[src/mrr_map.svh]
// Constants for the memory read return path
`ifndef MRR_MAP_SVH
`define MRR_MAP_SVH
`define MRR_WORD_W 76
`define MRR_HALF_W 38
`define MRR_DEST_W 14
`define MRR_DEST_HALF_W 7
`define MRR_BANK_W 7
`define MRR_SS_W 4
`define MRR_PORTS 4
`define MRR_FIFO_DEPTH 8
`define MRR_LO_DATA_LSB 0
`define MRR_HI_DATA_LSB 32
`define MRR_LO_CHK_LSB 64
`define MRR_HI_CHK_LSB 70
`define MRR_SPARE_NONE 7'h7f
`endif

[src/mrr_pkg.sv]
// Types for the memory read return path
`include "mrr_map.svh"
package mrr_pkg;
    typedef logic [`MRR_WORD_W-1:0] mrr_word_t;
    typedef logic [`MRR_HALF_W-1:0] mrr_half_t;
    typedef logic [`MRR_DEST_HALF_W-1:0] mrr_dhalf_t;
    typedef logic [1:0] mrr_rpath_t;
    typedef logic [1:0] mrr_group_t;
    typedef logic [6:0] mrr_spare_t;
    typedef logic [`MRR_BANK_W-1:0] mrr_bank_t;
    typedef logic [`MRR_SS_W-1:0] mrr_ss_t;
endpackage

[src/mrr_link_if.sv]
// Link between the memory return path and one CPU port
`timescale 1ns/1ps
interface mrr_link_if;
    import mrr_pkg::*;
    logic lo_valid;
    logic hi_valid;
    logic lo_resume;
    logic hi_resume;
    mrr_half_t lo_data;
    mrr_half_t hi_data;
    mrr_dhalf_t lo_dest;
    mrr_dhalf_t hi_dest;
    logic [2:0] lo_bank;
    logic [3:0] hi_bank;
    logic [1:0] lo_ss;
    logic [1:0] hi_ss;
    modport mem (output lo_valid, hi_valid, lo_data, hi_data, lo_dest, hi_dest,
                 lo_bank, hi_bank, lo_ss, hi_ss, input lo_resume, hi_resume);
    modport cpu (input lo_valid, hi_valid, lo_data, hi_data, lo_dest, hi_dest,
                 lo_bank, hi_bank, lo_ss, hi_ss, output lo_resume, hi_resume);
endinterface

[src/mrr_mem_return.sv]
// Memory end: read return path from bank stack to one CPU port
//
// Summary of operation
// - Destination code comes from request write data
// - CPU disposes data by destination code
// - Two-bit return path travels with reference
// - Steer by return path, replace with bank
// - Report seven-bit bank number per response
// - Bank bits four to six forced zero
// - Bank bits 1:0 forced from group
// - CPU decodes bank bits for error reporting
// - Stack delivers 76 bits, 64 data 12 check
// - Spare chip shift undone on reads
// - Halves split lower and upper bit sets
// - CPU places destination halves in write data
// - CPU strobes each request half separately
// - Separate valid out and resume per half
// - Bank, steer, port slices in order
// - Subsection return info comes back with response
`timescale 1ns/1ps
`include "mrr_map.svh"
module mrr_mem_return #(
    parameter logic [1:0] PORT_ID = 2'h0
) (
    input wire logic clock,
    input wire logic sys_rst,
    input wire logic stack_valid,
    output logic stack_ready,
    input wire mrr_pkg::mrr_word_t stack_word,
    input wire mrr_pkg::mrr_group_t stack_group,
    input wire logic [1:0] stack_bank_hi,
    input wire mrr_pkg::mrr_rpath_t stack_rpath,
    input wire mrr_pkg::mrr_ss_t stack_ss,
    input wire logic [`MRR_DEST_W-1:0] stack_wdata_dest,
    input wire mrr_pkg::mrr_spare_t spare_pos,
    mrr_link_if.mem link
);
    import mrr_pkg::*;
    localparam int FW = `MRR_WORD_W + `MRR_DEST_W + `MRR_BANK_W + `MRR_SS_W;

    // ==========================================
    // Bank slice: unshift around spared chip
    // Position all ones means no chip is spared
    wire spare_active = (spare_pos != `MRR_SPARE_NONE);
    logic [`MRR_WORD_W-1:0] fixed_word;
    genvar gi;
    generate
        for (gi = 0; gi < `MRR_WORD_W; gi++) begin : g_unshift
            if (gi == `MRR_WORD_W-1) begin : g_top
                assign fixed_word[gi] = stack_word[gi];
            end else begin : g_mid
                // Bits at and above the bad chip move down one place
                assign fixed_word[gi] = (spare_active && 7'(gi) >= spare_pos)
                    ? stack_word[gi+1] : stack_word[gi];
            end
        end
    endgenerate

    // ==========================================
    // Steer slice: select port by return path
    wire for_me = (stack_rpath == PORT_ID);
    // The return path bits stop here; only the match travels on
    wire take = stack_valid && for_me;

    // ==========================================
    // Bank number: rebuild bits the request dropped
    // Bank bits 1:0 never travel with the data; each group forces its own
    wire forced_bank0_group0 = 1'b0;
    wire forced_bank1_group0 = 1'b0;
    wire forced_bank0_group1 = 1'b1;
    wire forced_bank1_group1 = 1'b0;
    wire forced_bank0_group2 = 1'b0;
    wire forced_bank1_group2 = 1'b1;
    wire forced_bank0_group3 = 1'b1;
    wire forced_bank1_group3 = 1'b1;
    wire [1:0] forced_bank = (stack_group == 2'h0) ? {forced_bank1_group0, forced_bank0_group0}
        : (stack_group == 2'h1) ? {forced_bank1_group1, forced_bank0_group1}
        : (stack_group == 2'h2) ? {forced_bank1_group2, forced_bank0_group2}
        : {forced_bank1_group3, forced_bank0_group3};
    // Upper bank bits are reserved and held at zero
    wire [2:0] bank_unused = 3'h0;
    wire [`MRR_BANK_W-1:0] bank_num = {bank_unused, stack_bank_hi, forced_bank};

    // ==========================================
    // Response FIFO between steer and port slices
    // FIFO word: corrected data, destination, bank number, subsection
    wire [FW-1:0] fifo_in = {fixed_word, stack_wdata_dest, bank_num, stack_ss};
    wire [FW-1:0] fifo_out;
    logic fifo_valid;
    logic fifo_ready;
    logic fifo_in_ready;
    // Responses for another port are not ours to stall
    assign stack_ready = for_me ? fifo_in_ready : 1'b1;
    // Eight entries absorb a burst while the CPU resumes every other cycle
    mrr_fifo #(.WIDTH(FW), .DEPTH(`MRR_FIFO_DEPTH)) u_fifo (
        .clock(clock),
        .sys_rst(sys_rst),
        .in_valid(take),
        .in_ready(fifo_in_ready),
        .in_data(fifo_in),
        .out_valid(fifo_valid),
        .out_ready(fifo_ready),
        .out_data(fifo_out)
    );

    // ==========================================
    // Port slice: two halves, separate strobes
    logic lo_pend;
    logic hi_pend;
    wire [`MRR_WORD_W-1:0] w = fifo_out[FW-1 -: `MRR_WORD_W];
    wire [`MRR_DEST_W-1:0] d = fifo_out[`MRR_BANK_W+`MRR_SS_W +: `MRR_DEST_W];
    wire [`MRR_BANK_W-1:0] b = fifo_out[`MRR_SS_W +: `MRR_BANK_W];
    wire [`MRR_SS_W-1:0] s = fifo_out[`MRR_SS_W-1:0];

    // 64 data bits and 12 check bits, split evenly over the halves
    wire [31:0] lo_data_bits = w[`MRR_LO_DATA_LSB +: 32];
    wire [31:0] hi_data_bits = w[`MRR_HI_DATA_LSB +: 32];
    wire [5:0] lo_chk_bits = w[`MRR_LO_CHK_LSB +: 6];
    wire [5:0] hi_chk_bits = w[`MRR_HI_CHK_LSB +: 6];
    wire [`MRR_HALF_W-1:0] next_lo_data = {lo_chk_bits, lo_data_bits};
    wire [`MRR_HALF_W-1:0] next_hi_data = {hi_chk_bits, hi_data_bits};
    wire [`MRR_DEST_HALF_W-1:0] next_lo_dest = d[`MRR_DEST_HALF_W-1:0];
    wire [`MRR_DEST_HALF_W-1:0] next_hi_dest = d[`MRR_DEST_W-1:`MRR_DEST_HALF_W];
    wire [2:0] next_lo_bank = b[2:0];
    wire [3:0] next_hi_bank = b[6:3];
    wire [1:0] next_lo_ss = s[1:0];
    wire [1:0] next_hi_ss = s[3:2];

    wire lo_free = !lo_pend || link.lo_resume;
    wire hi_free = !hi_pend || link.hi_resume;
    // Load only when both halves can take a word, keeping them aligned
    assign fifo_ready = lo_free && hi_free;
    wire load = fifo_ready && fifo_valid;
    // A half stays pending until its own resume comes back
    wire next_lo_pend = load || (lo_pend && !link.lo_resume);
    wire next_hi_pend = load || (hi_pend && !link.hi_resume);

    // ==========================================
    // Link registers, one short block per pair
    // Data stands between loads so a slow half still sees its word
    always_ff @(posedge clock) begin
        if (sys_rst) begin
            lo_pend <= 1'b0;
            hi_pend <= 1'b0;
        end else begin
            lo_pend <= next_lo_pend;
            hi_pend <= next_hi_pend;
        end
    end

    always_ff @(posedge clock) begin
        if (sys_rst) begin
            link.lo_valid <= 1'b0;
            link.hi_valid <= 1'b0;
        end else begin
            link.lo_valid <= load;
            link.hi_valid <= load;
        end
    end

    always_ff @(posedge clock) begin
        if (sys_rst) begin
            link.lo_data <= '0;
            link.hi_data <= '0;
        end else if (load) begin
            link.lo_data <= next_lo_data;
            link.hi_data <= next_hi_data;
        end
    end

    always_ff @(posedge clock) begin
        if (sys_rst) begin
            link.lo_dest <= '0;
            link.hi_dest <= '0;
        end else if (load) begin
            link.lo_dest <= next_lo_dest;
            link.hi_dest <= next_hi_dest;
        end
    end

    always_ff @(posedge clock) begin
        if (sys_rst) begin
            link.lo_bank <= '0;
            link.hi_bank <= '0;
        end else if (load) begin
            link.lo_bank <= next_lo_bank;
            link.hi_bank <= next_hi_bank;
        end
    end

    always_ff @(posedge clock) begin
        if (sys_rst) begin
            link.lo_ss <= '0;
            link.hi_ss <= '0;
        end else if (load) begin
            link.lo_ss <= next_lo_ss;
            link.hi_ss <= next_hi_ss;
        end
    end
endmodule // mrr_mem_return

[src/mrr_fifo.sv]
// Small synchronous FIFO with valid and ready on both sides
`timescale 1ns/1ps
module mrr_fifo #(
    parameter int WIDTH = 8,
    parameter int DEPTH = 8
) (
    input wire logic clock,
    input wire logic sys_rst,
    input wire logic in_valid,
    output logic in_ready,
    input wire logic [WIDTH-1:0] in_data,
    output logic out_valid,
    input wire logic out_ready,
    output logic [WIDTH-1:0] out_data
);
    localparam int AW = $clog2(DEPTH);
    logic [WIDTH-1:0] mem [DEPTH];
    logic [AW-1:0] wr_ptr;
    logic [AW-1:0] rd_ptr;
    logic [AW:0] count;
    wire push = in_valid && in_ready;
    wire pop = out_valid && out_ready;
    assign in_ready = (count != (AW+1)'(DEPTH));
    assign out_valid = (count != '0);
    assign out_data = mem[rd_ptr];
    always_ff @(posedge clock) begin
        if (push) begin
            mem[wr_ptr] <= in_data;
        end
    end
    always_ff @(posedge clock) begin
        if (sys_rst) begin
            wr_ptr <= '0;
            rd_ptr <= '0;
            count <= '0;
        end else begin
            if (push) wr_ptr <= (wr_ptr == AW'(DEPTH-1)) ? '0 : AW'(wr_ptr + 1'b1);
            if (pop) rd_ptr <= (rd_ptr == AW'(DEPTH-1)) ? '0 : AW'(rd_ptr + 1'b1);
            count <= (AW+1)'(count + {{AW{1'b0}}, push} - {{AW{1'b0}}, pop});
        end
    end
endmodule // mrr_fifo

[src/flat_wrapper.sv]
// flat-port wrapper written by rule: the top's interface ports become plain ports
module mrr_mem_return_flat import mrr_pkg::*;
#(
    parameter logic [1:0] PORT_ID = 2'h0
)
  (clock, sys_rst, stack_valid, stack_ready, stack_word, stack_group, stack_bank_hi, stack_rpath, stack_ss, stack_wdata_dest, spare_pos, link_lo_valid, link_hi_valid, link_lo_data, link_hi_data, link_lo_dest, link_hi_dest, link_lo_bank, link_hi_bank, link_lo_ss, link_hi_ss, link_lo_resume, link_hi_resume);
  mrr_link_if link_i ();
  input wire logic clock;
  input wire logic sys_rst;
  input wire logic stack_valid;
  output logic stack_ready;
  input wire mrr_pkg::mrr_word_t stack_word;
  input wire mrr_pkg::mrr_group_t stack_group;
  input wire logic [1:0] stack_bank_hi;
  input wire mrr_pkg::mrr_rpath_t stack_rpath;
  input wire mrr_pkg::mrr_ss_t stack_ss;
  input wire logic [`MRR_DEST_W-1:0] stack_wdata_dest;
  input wire mrr_pkg::mrr_spare_t spare_pos;
  output wire logic [$bits(link_i.lo_valid)-1:0] link_lo_valid;
  output wire logic [$bits(link_i.hi_valid)-1:0] link_hi_valid;
  output wire logic [$bits(link_i.lo_data)-1:0] link_lo_data;
  output wire logic [$bits(link_i.hi_data)-1:0] link_hi_data;
  output wire logic [$bits(link_i.lo_dest)-1:0] link_lo_dest;
  output wire logic [$bits(link_i.hi_dest)-1:0] link_hi_dest;
  output wire logic [$bits(link_i.lo_bank)-1:0] link_lo_bank;
  output wire logic [$bits(link_i.hi_bank)-1:0] link_hi_bank;
  output wire logic [$bits(link_i.lo_ss)-1:0] link_lo_ss;
  output wire logic [$bits(link_i.hi_ss)-1:0] link_hi_ss;
  input wire logic [$bits(link_i.lo_resume)-1:0] link_lo_resume;
  input wire logic [$bits(link_i.hi_resume)-1:0] link_hi_resume;
  assign link_lo_valid = link_i.lo_valid;
  assign link_hi_valid = link_i.hi_valid;
  assign link_lo_data = link_i.lo_data;
  assign link_hi_data = link_i.hi_data;
  assign link_lo_dest = link_i.lo_dest;
  assign link_hi_dest = link_i.hi_dest;
  assign link_lo_bank = link_i.lo_bank;
  assign link_hi_bank = link_i.hi_bank;
  assign link_lo_ss = link_i.lo_ss;
  assign link_hi_ss = link_i.hi_ss;
  assign link_i.lo_resume = link_lo_resume;
  assign link_i.hi_resume = link_hi_resume;
  mrr_mem_return #(.PORT_ID(PORT_ID)) u_core (.clock(clock), .sys_rst(sys_rst), .stack_valid(stack_valid), .stack_ready(stack_ready), .stack_word(stack_word), .stack_group(stack_group), .stack_bank_hi(stack_bank_hi), .stack_rpath(stack_rpath), .stack_ss(stack_ss), .stack_wdata_dest(stack_wdata_dest), .spare_pos(spare_pos), .link(link_i));
endmodule
[config.mk]
export PLATFORM = sky130hd
export DESIGN_NAME = mrr_mem_return_flat
export DESIGN_NICKNAME = d
export VERILOG_FILES = /design/src/mrr_pkg.sv /design/src/mrr_link_if.sv /design/src/mrr_mem_return.sv /design/src/mrr_fifo.sv /design/src/flat_wrapper.sv
export VERILOG_INCLUDE_DIRS = /design/src
export SDC_FILE = /design/constraint.sdc
export NUM_CORES = 1
export LEC_CHECK = 0
export ABC_AREA = 1
export BUFFER_PORTS_ARGS = -buffer_cell sky130_fd_sc_hd__buf_4
export CAP_MARGIN = 10
export CORE_ASPECT_RATIO = 0.8
export CORE_MARGIN = 2
export CORE_UTILIZATION = 35
export DETAILED_ROUTE_END_ITERATION = 8
export HOLD_SLACK_MARGIN = 0.08
export PLACE_DENSITY_LB_ADDON = 0.12
export SYNTH_ARGS = -nofsm -noshare
export SYNTH_HDL_FRONTEND = slang
export SYNTH_SLANG_ARGS = --single-unit
export TNS_END_PERCENT = 5
[constraint.sdc]
create_clock -name clock -period 11.7 [get_ports clock]
set_input_delay 1.17 -clock clock [delete_from_list [all_inputs] [get_ports clock]]
set_output_delay 1.17 -clock clock [all_outputs]
set_load 0.01 [all_outputs]
Word level (Yosys, flattened, before mapping)
Memories as Yosys holds them, arrays and structs flattened. A register that Yosys moved wholly into a read port is not among the register bits.
Cells that the tools add are included.
Operators by class
  add/sub/neg operators: 4
  $lt $le $gt $ge: 75
  equal/unequal tests: 6
  muxes and demuxes: 83
  reductions and logical operators: 92
Operators by type and width (number)
  >= comparator 6 x 7 -> 1 bit, first input constant: 32
  >= comparator 5 x 7 -> 1 bit, first input constant: 16
  logical AND 1 bit: 81
  2-to-1 mux 1 bit: 79
  >= comparator 7 bit, first input constant: 11
  >= comparator 4 x 7 -> 1 bit, first input constant: 8
  >= comparator 3 x 7 -> 1 bit, first input constant: 4
  >= comparator 1 x 7 -> 1 bit, first input constant: 2
  >= comparator 2 x 7 -> 1 bit, first input constant: 2
  inequality test 7 bit, second input constant: 1
  adder 3 x 1 -> 3 bit, second input constant: 2
  equality test 3 bit, second input constant: 2
  2-to-1 mux 3 bit: 2
  adder 4 x 1 -> 4 bit: 1
  zero test 1 bit: 4
  zero test 2 bit: 2
  logical OR 1 bit: 4
  2-to-1 mux 2 bit: 2
  inequality test 4 bit, second input constant: 1
  nonzero test 4 bit: 1
  subtractor 4 x 1 -> 4 bit: 1
  equality test 2 x 1 -> 1 bit, second input constant: 1
  equality test 2 bit, second input constant: 1
Word-level totals
  register bits after elaboration: 17
  memory bits (writable): 784
  input port bits: 112
  output and inout bits: 104
  memories: 1
Memories
  u_core.u_fifo.mem: words 8, width 98, rd ports 1, clocked after memory_dff 1, wr ports 1, RTL line mrr_fifo.sv:17  | logic [WIDTH-1:0] mem [DEPTH];

Depth between registers and ports, before layout
Gate-level depths: netlist of the first run.
  word-level depth: 5
  depth in mapped cells: 15
  mapped depth without buffers: 14

Modules after synthesis
Synthesis of the first run repeated with hierarchy kept, for this count alone.
Unflattened totals
  cells, all modules: 4656
  area total of the unflattened synthesis: 41949.0 um2
Modules (own cells, without submodules)
  mrr_fifo: times used 1, cells each 3583, area each 35875.7 um2, sequential area each 24523.5 um2
  mrr_mem_return: times used 1, cells each 1073, area each 6073.3 um2, sequential area each 2082.0 um2

Worst setup path after synthesis of the first run
Ideal clock, no wire load.
  path type: input -> register
  start: in stack_rpath[1]
  end: mem u_core.u_fifo.mem[6][0] (netlist name) (enable)
  arrival: 8324 ps
  data required time: 11024 ps
  setup slack: 2701 ps
  stages on the path: 4
  path buffers: 1
  path through: nor3b_1 > nand2_1 > buf_1 > nor3_1
Between the ends
  word-level cells in the longest chain between the ends: 5
Ends and longest elaborated chain
  start: declaration: RTL line flat_wrapper.sv:15  | input wire mrr_pkg::mrr_rpath_t stack_rpath;
  zero test 2 bit: RTL line mrr_mem_return.sv:61  | wire for_me = (stack_rpath == PORT_ID);
  logical AND 1 bit: RTL line mrr_mem_return.sv:63  | wire take = stack_valid && for_me;
  logical AND 1 bit: RTL line mrr_fifo.sv:21  | wire push = in_valid && in_ready;
  2-to-1 mux 1 bit: RTL line mrr_fifo.sv:27  | if (push) begin
  2-to-1 mux 1 bit (implied by the code): RTL line mrr_fifo.sv:28  | mem[wr_ptr] <= in_data;
  end: declaration: RTL line mrr_fifo.sv:17
Every way passes these cells.

Worst setup path after layout of the first run
  start: in stack_rpath[1]
  end: mem u_core.u_fifo.mem[4][4] (netlist name) (enable)
Same word-level chain as after synthesis.

==> metrics.csv, run 1 <==
stage,metric,value,unit
power_and_ir_drop,Cell Pwr Density,220,nW/um^2
logic_synthesis,ranking of synthesized cells by area,"edfxtp_1 (60%), nand2_1 (11%), inv_1 (9.0%)",
grt,gr ovfl total,0,
timing,ratio of final minimum period to clock period,0.331,
logic_synthesis,multiplexer share of the synthesized area,0.000572,
clocking,CTS tree,yes,
clocking,Bufs on Longest Clock Path,3,
power_and_ir_drop,switching part of the total,0.360,
placed_design,IO buf count,212,
timing,Final min period,3.88,ns
detailed_routing,initial DRC count,2338,
logic_synthesis,post-synth top area cell,edfxtp_1,
logic_synthesis,asr flop ratio synth,0,
clocking,CTS Sinks,895,
clocking,clock slew at reported path FFs,0.06,ns
logic_synthesis,number of synthesized register bits,895,
critical_path,Critical Path Start Type,primary input,
floorplanning,Initial Utilization,0.354,
critical_path,critical path arrival,4.18,ns
critical_path,"Req. time, crit path",12.00,ns
logic_synthesis,Syn Inst Count,4132,
floorplanning,DIE WIDTH,379,um
power_and_ir_drop,fraction of power consumed by sequential logic,0.384,
floorplanning,DIE AREA,115000,um^2
grt,initial antenna violation count,6,
critical_path,Critical Path Fanout Max,50,
detailed_routing,drt pass-1 iters,5,
placed_design,placed inst area,42300,um^2
power_and_ir_drop,Clk pwr share,0.313,
logic_synthesis,top-count cell post-synth,nand2_1,
timing,Slew HR,0.211,
logic_synthesis,mapped cell area,39400,um^2
timing,Max Transition Viols Final,0,
floorplanning,die height,304,um
clocking,Clock Tree Root,clkbuf_16,
logic_synthesis,Post-Synth Simple-Gate Area,0.195,
logic_synthesis,largest family of logic cells by synthesized area,simple AND/OR/NAND/NOR gates,
detailed_routing,Residual DRC,0,
layout,Filler cells,10900,
layout,share of layout cells above drive strength 1,0.0990,
logic_synthesis,predominant post-synthesis flop cell,edfxtp_1,
logic_synthesis,Post-Syn Area per Cell,9.52,um^2
layout,nets,4416,
placed_design,placed wire-length estimate,67800,um
power_and_ir_drop,NetSw,3.62,mW
detailed_routing,"wirelength, routed",118000,um
logic_synthesis,adder-cell share of the synthesized area,0.00369,
detailed_routing,WL/cell,20.0,um
logic_synthesis,Post-synth top cells,"nand2_1 (1186), inv_1 (943), edfxtp_1 (784), nand3_1 (597), a21oi_1 (129)",
timing,Final Hold Fails,0,
clocking,cts hold-fix bufs,0,
floorplanning,# rows,109,
placed_design,GPL Wtd Cong,0.812,
clocking,post_cts resized,0,
logic_synthesis,Ys Warns,0,
clocking,CTS H-tree depth,3,
power_and_ir_drop,Comb power frac,0.302,
layout,fin area,45600,um^2
clocking,clk_lat worst skew,0.69,ns
power_and_ir_drop,Max VDD drop,0.000211,V
logic_synthesis,Synth Area in Compound Gates,0.0302,
logic_synthesis,top cell type's share of synthesized area,0.598,
grt,GRT Util Overall,0.203,
power_and_ir_drop,Int Pwr,6.43,mW
detailed_routing,vias,27100,
detailed_routing,average vias per placed instance,4.62,
floorplanning,core area,111000,um^2
logic_synthesis,xor/xnor share of the synthesized area,0.000223,
run_status,status,"complete, no violations",
power_and_ir_drop,cell leakage power,20.4,nW
floorplanning,Ports,216,
critical_path,crit path capture type,register,
critical_path,critical path class,primary input to register,
run,Max Cap Viol,0,
clocking,total CTS buffers,96,
timing,Setup Viol. Count Final,0,
layout,Layout area overhead,15.8,%
logic_synthesis,"Distinct cells, synth",34,
hold_path,worst min path class,register to register,
clocking,setup bufs post-CTS,0,
logic_synthesis,register area share after synthesis,0.655,
grt,largest net degree at the start of global routing,195,
logic_synthesis,number of synthesized flops with an enable pin,784,
grt,first-pass GRT wire length,172000,um
timing,clk_skew,0.0339,ns
grt,number of global-route vias before repair,25500,
detailed_routing,Post-DRT Antenna Nets,0,
timing,post-route setup TNS,0,ns
timing,fmax,258,MHz
timing,RSZ-0062 raised after global routing,false,
timing,worst-margin pin slew,1.18,ns
## stage by stage
step	worst slack [ns]	cells	power, mW	util	hold slack (ns)
6_report	7.82	5875	10.0	0.411	0.513
5_1_grt	7.63	5873	10.6	0.411	0.536
4_1_cts	7.80	5872	10.2	0.411	0.515
3_5_place_dp	7.08	5693	7.02	0.381	0.502
3_3_place_gp	7.10	5690	7.01	0.381	0.502
2_1_floorplan	2.70	4134	5.82	-	0.470
## critical path, stage by stage
cell     delay (ns)
buf_4          0.11
nor3b_1        0.49
nand2_1        0.53
nor3_2         0.27
buf_4          0.79
buf_4          0.74
## flip-flops by register name (all words and copies together), names as in the netlist
name and count:
u_core.u_fifo.rd_ptr 3, u_core.lo_pend 1, u_core.link.lo_data 38, u_core.link.lo_valid 1, u_core.link.lo_ss 2, u_core.u_fifo.wr_ptr 3, u_core.link.hi_bank 1, u_core.u_fifo.mem 784
u_core.link.lo_bank 3, u_core.link.hi_ss 2, u_core.link.hi_dest 7, u_core.u_fifo.count 4, u_core.link.hi_data 38, u_core.link.lo_dest 7, u_core.hi_pend 1
## power groups by stage
stage	registers [mW]	clock network [mW]	logic (mW)
finish	3.86	3.15	3.04
floorplan	3.89	0	1.93
global route	3.88	3.34	3.40
global placement	3.94	0	3.08
CTS	3.87	3.22	3.10
detailed placement	3.93	0	3.09
## routing by layer
layer	global-route usage	up-vias	wire length (um)
li1	-	13400	-
met4	0.0495	6	2440
met5	0	-	41
met1	0.311	12800	57600
met2	0.287	809	48500
met3	0.0443	155	8970
## worst paths after layout
check / startpoint / endpoint / slack (ns) / cells past startpoint
worst max-delay path: stack_rpath[1] / u_core.u_fifo.mem[4][4]$_DFFE_PP_ / 7.82 / 6
worst min-delay path: u_core.link.hi_data[9]$_SDFFE_PP0P_ / u_core.link.hi_data[9]$_SDFFE_PP0P_ / 0.51 / 4
worst max register to register: u_core.u_fifo.count[2]$_SDFF_PP0_ / u_core.u_fifo.count[2]$_SDFF_PP0_ / 7.95 / 12
worst min register to register: u_core.link.hi_data[9]$_SDFFE_PP0P_ / u_core.link.hi_data[9]$_SDFFE_PP0P_ / 0.51 / 4
## cell usage in the layout (no fill, tap or decap), types with 24 or more instances in the layout
cell | netlist | layout
buf_4 | 8 | 253
nand3_1 | 597 | 597
dfxtp_1 | 111 | 108
a21oi_1 | 129 | 129
clkbuf_16 | 0 | 96
o21ai_0 | 86 | 86
inv_1 | 943 | 943
nor2_1 | 30 | 30
clkbuf_1 | 40 | 24
nand2_1 | 1186 | 1186
edfxtp_1 | 784 | 784
## layout make-up
class	instances	area [um^2]	share of cell area
diodes	3	7.51	0.000165
clock buffers	132	2660	0.0583
clock inverters	47	589	0.0129
inverters	955	3610	0.0791
multi-input cells	2087	9110	0.200
flip-flops and latches	895	25800	0.565
well taps	1498	1870	0.0411
repair buffers	258	1950	0.0429
## logic make-up after synthesis
logic type | after synthesis
compound gates | 235
xor+xnor | 1
fa+ha+maj | 11
buf+inv | 1152
flops | 895
mux | 2
other cells | 1
simple gates | 1835
Note: power is estimated with default switching activity, not from simulation.
==> inputs of run 2 (changes only) <==
clock period = 3.7 ns   (was 11.7 ns; I/O delays follow)
==> metrics.csv, run 2 (synthesized netlist as in run 1, its figures left out) <==
stage,metric,value,unit,change
critical_path,crit path capture type,register,,
clocking,setup bufs post-CTS,0,,unchanged
placed_design,placed inst area,42900,um^2,+1.4%
grt,largest net degree at the start of global routing,130,,-33%
placed_design,dpl cells,5721,,+0.49%
timing,clk_skew,0.0163,ns,-0.0176 ns
critical_path,R2R Setup Slk,1.06,ns,-6.89 ns
detailed_routing,"wirelength, routed",118000,um,+0.24%
grt,initial antenna violation count,6,,unchanged
layout,Final Instance Count excl. Fillers,5929,,+0.92%
detailed_routing,initial DRC count,2571,,+10%
run,Max Cap Viol,0,,unchanged
clocking,Bufs on Longest Clock Path,3,,unchanged
placed_design,Setup WS pre-CTS,1.04,ns,-6.04 ns
timing,final hold slack,0.224,ns,-0.289 ns
critical_path,critical path class,register to register,,
timing,RSZ-0062 raised after global routing,false,,
detailed_routing,vias,27300,,+0.77%
grt,GRT Util Overall,0.202,,-0.000299
grt,number of global-route vias before repair,25400,,-0.44%
floorplanning,Ports,216,,unchanged
critical_path,critical path arrival,3.17,ns,-1.01 ns
placed_design,placed wire-length estimate,67800,um,about the same
power_and_ir_drop,Cell Pwr Density,683,nW/um^2,+210%
clocking,total CTS buffers,97,,+1.0%
floorplanning,DIE WIDTH,379,um,unchanged
critical_path,"Req. time, crit path",4.23,ns,-7.77 ns
layout,Largest regs,"u_core.u_fifo.mem: 784 flops, u_core.link.hi_data: 38 flops, u_core.link.lo_data: 38 flops",,
detailed_routing,Residual DRC,0,,unchanged
layout,nets,4471,,+1.2%
floorplanning,DIE AREA,115000,um^2,unchanged
clocking,cts hold-fix bufs,26,,+26
clocking,Clock Tree Root,clkbuf_16,,
timing,worst-margin pin slew,1.26,ns,+0.0716 ns
layout,Layout area overhead,17.7,%,
timing,Slew HR,0.154,,-0.0566
power_and_ir_drop,Max VDD drop,0.000800,V,+280%
placed_design,GPL Wtd Cong,0.844,,+4.0%
power_and_ir_drop,cell leakage power,20.7,nW,+1.6%
timing,ratio of final minimum period to clock period,0.713,,
grt,gr ovfl total,0,,unchanged
power_and_ir_drop,Pwr Total,31.6,mW,+210%
timing,Max Transition Viols Final,0,,unchanged
clocking,post_cts resized,0,,unchanged
floorplanning,Initial Utilization,0.354,,unchanged
hold_path,worst min path class,primary input to register,,
run_status,status,"complete, no violations",,
clocking,clock slew at reported path FFs,0.06,ns,about the same
layout,Largest register FFs,784,,unchanged
detailed_routing,drt pass-1 iters,6,,+1
critical_path,Critical Path Fanout Max,60,,+20%
clocking,CTS tree,yes,,
clocking,clk_lat worst skew,0.67,ns,-0.02 ns
timing,Setup Viol. Count Final,0,,unchanged
detailed_routing,WL/cell,19.9,um,-0.67%
layout,share of layout cells above drive strength 1,0.103,,+0.00437
layout,final core utilization,0.417,,+0.00660
layout,most frequent cells in the layout,"nand2_1 (1186), inv_1 (943), edfxtp_1 (784)",,
timing,setup ws final,1.06,ns,-6.76 ns
detailed_routing,average vias per placed instance,4.61,,-0.15%
floorplanning,die height,304,um,unchanged
timing,Final min period,2.64,ns,
timing,fmax,379,MHz,
critical_path,Critical Path Start Type,register,,
clocking,CTS Sinks,895,,unchanged
clocking,CTS H-tree depth,3,,unchanged
layout,Top reg by flops,u_core.u_fifo.mem,,
layout,fin area,46300,um^2,+1.6%
detailed_routing,Post-DRT Antenna Nets,0,,unchanged
timing,post-route setup TNS,0,ns,unchanged
layout,"commonest non-fill, non-tap cell in the layout",nand2_1,,
placed_design,IO buf count,212,,unchanged
floorplanning,core area,111000,um^2,unchanged
floorplanning,# rows,109,,unchanged
layout,n_diodes,0,,-3
grt,first-pass GRT wire length,173000,um,+0.59%
timing,Final Hold Fails,0,,unchanged
-- run 2: final cells by class --
cell class | count | area, um^2
fill | 10800 | 64700
sequential | 895 | 25800
multi-input combinational | 2087 | 9170
inverter | 955 | 3610
timing repair buffer | 312 | 2770
clock buffer | 148 | 2730
tap | 1498 | 1870
clock inverter | 34 | 390
-- run 2: path summary, 6_finish.rpt --
path                                  startpoint                             endpoint  cells past startpoint
max            u_core.u_fifo.count[1]$_SDFF_PP0_  u_core.link.hi_bank[0]$_SDFFE_PP0P_                      8
min                               stack_word[28]   u_core.u_fifo.mem[3][50]$_DFFE_PP_                      4
max reg2reg    u_core.u_fifo.count[1]$_SDFF_PP0_  u_core.link.hi_bank[0]$_SDFFE_PP0P_                      8
min reg2reg  u_core.link.lo_data[1]$_SDFFE_PP0P_  u_core.link.lo_data[1]$_SDFFE_PP0P_                      4
-- run 2: critical path: stages (launching register included) --
cell and delay [ns]:
dfxtp_1 0.35, nor2_1 0.18, nand2_1 0.12, nand3_4 0.09
buf_4 0.60, buf_4 0.84, nand2_1 0.11, nand2_1 0.10
a21oi_1 0.05
-- run 2: report_power, final --
part / switching (mW) / leakage, nW / internal, mW
Combinational: 6.96 / 11.2 / 3.00
Sequential: 0.431 / 8.00 / 11.7
Clock: 4.13 / 1.52 / 5.48
-- run 2: per-layer routing --
metal,wire length [um],GRT usage,share of wire,vias to the layer above
met4,2250,0.0466,0.019,8
met2,51200,0.301,0.43,716
met5,46,0,0.00039,-
met1,56900,0.301,0.48,13000
li1,-,-,-,13500
met3,7440,0.0410,0.063,139
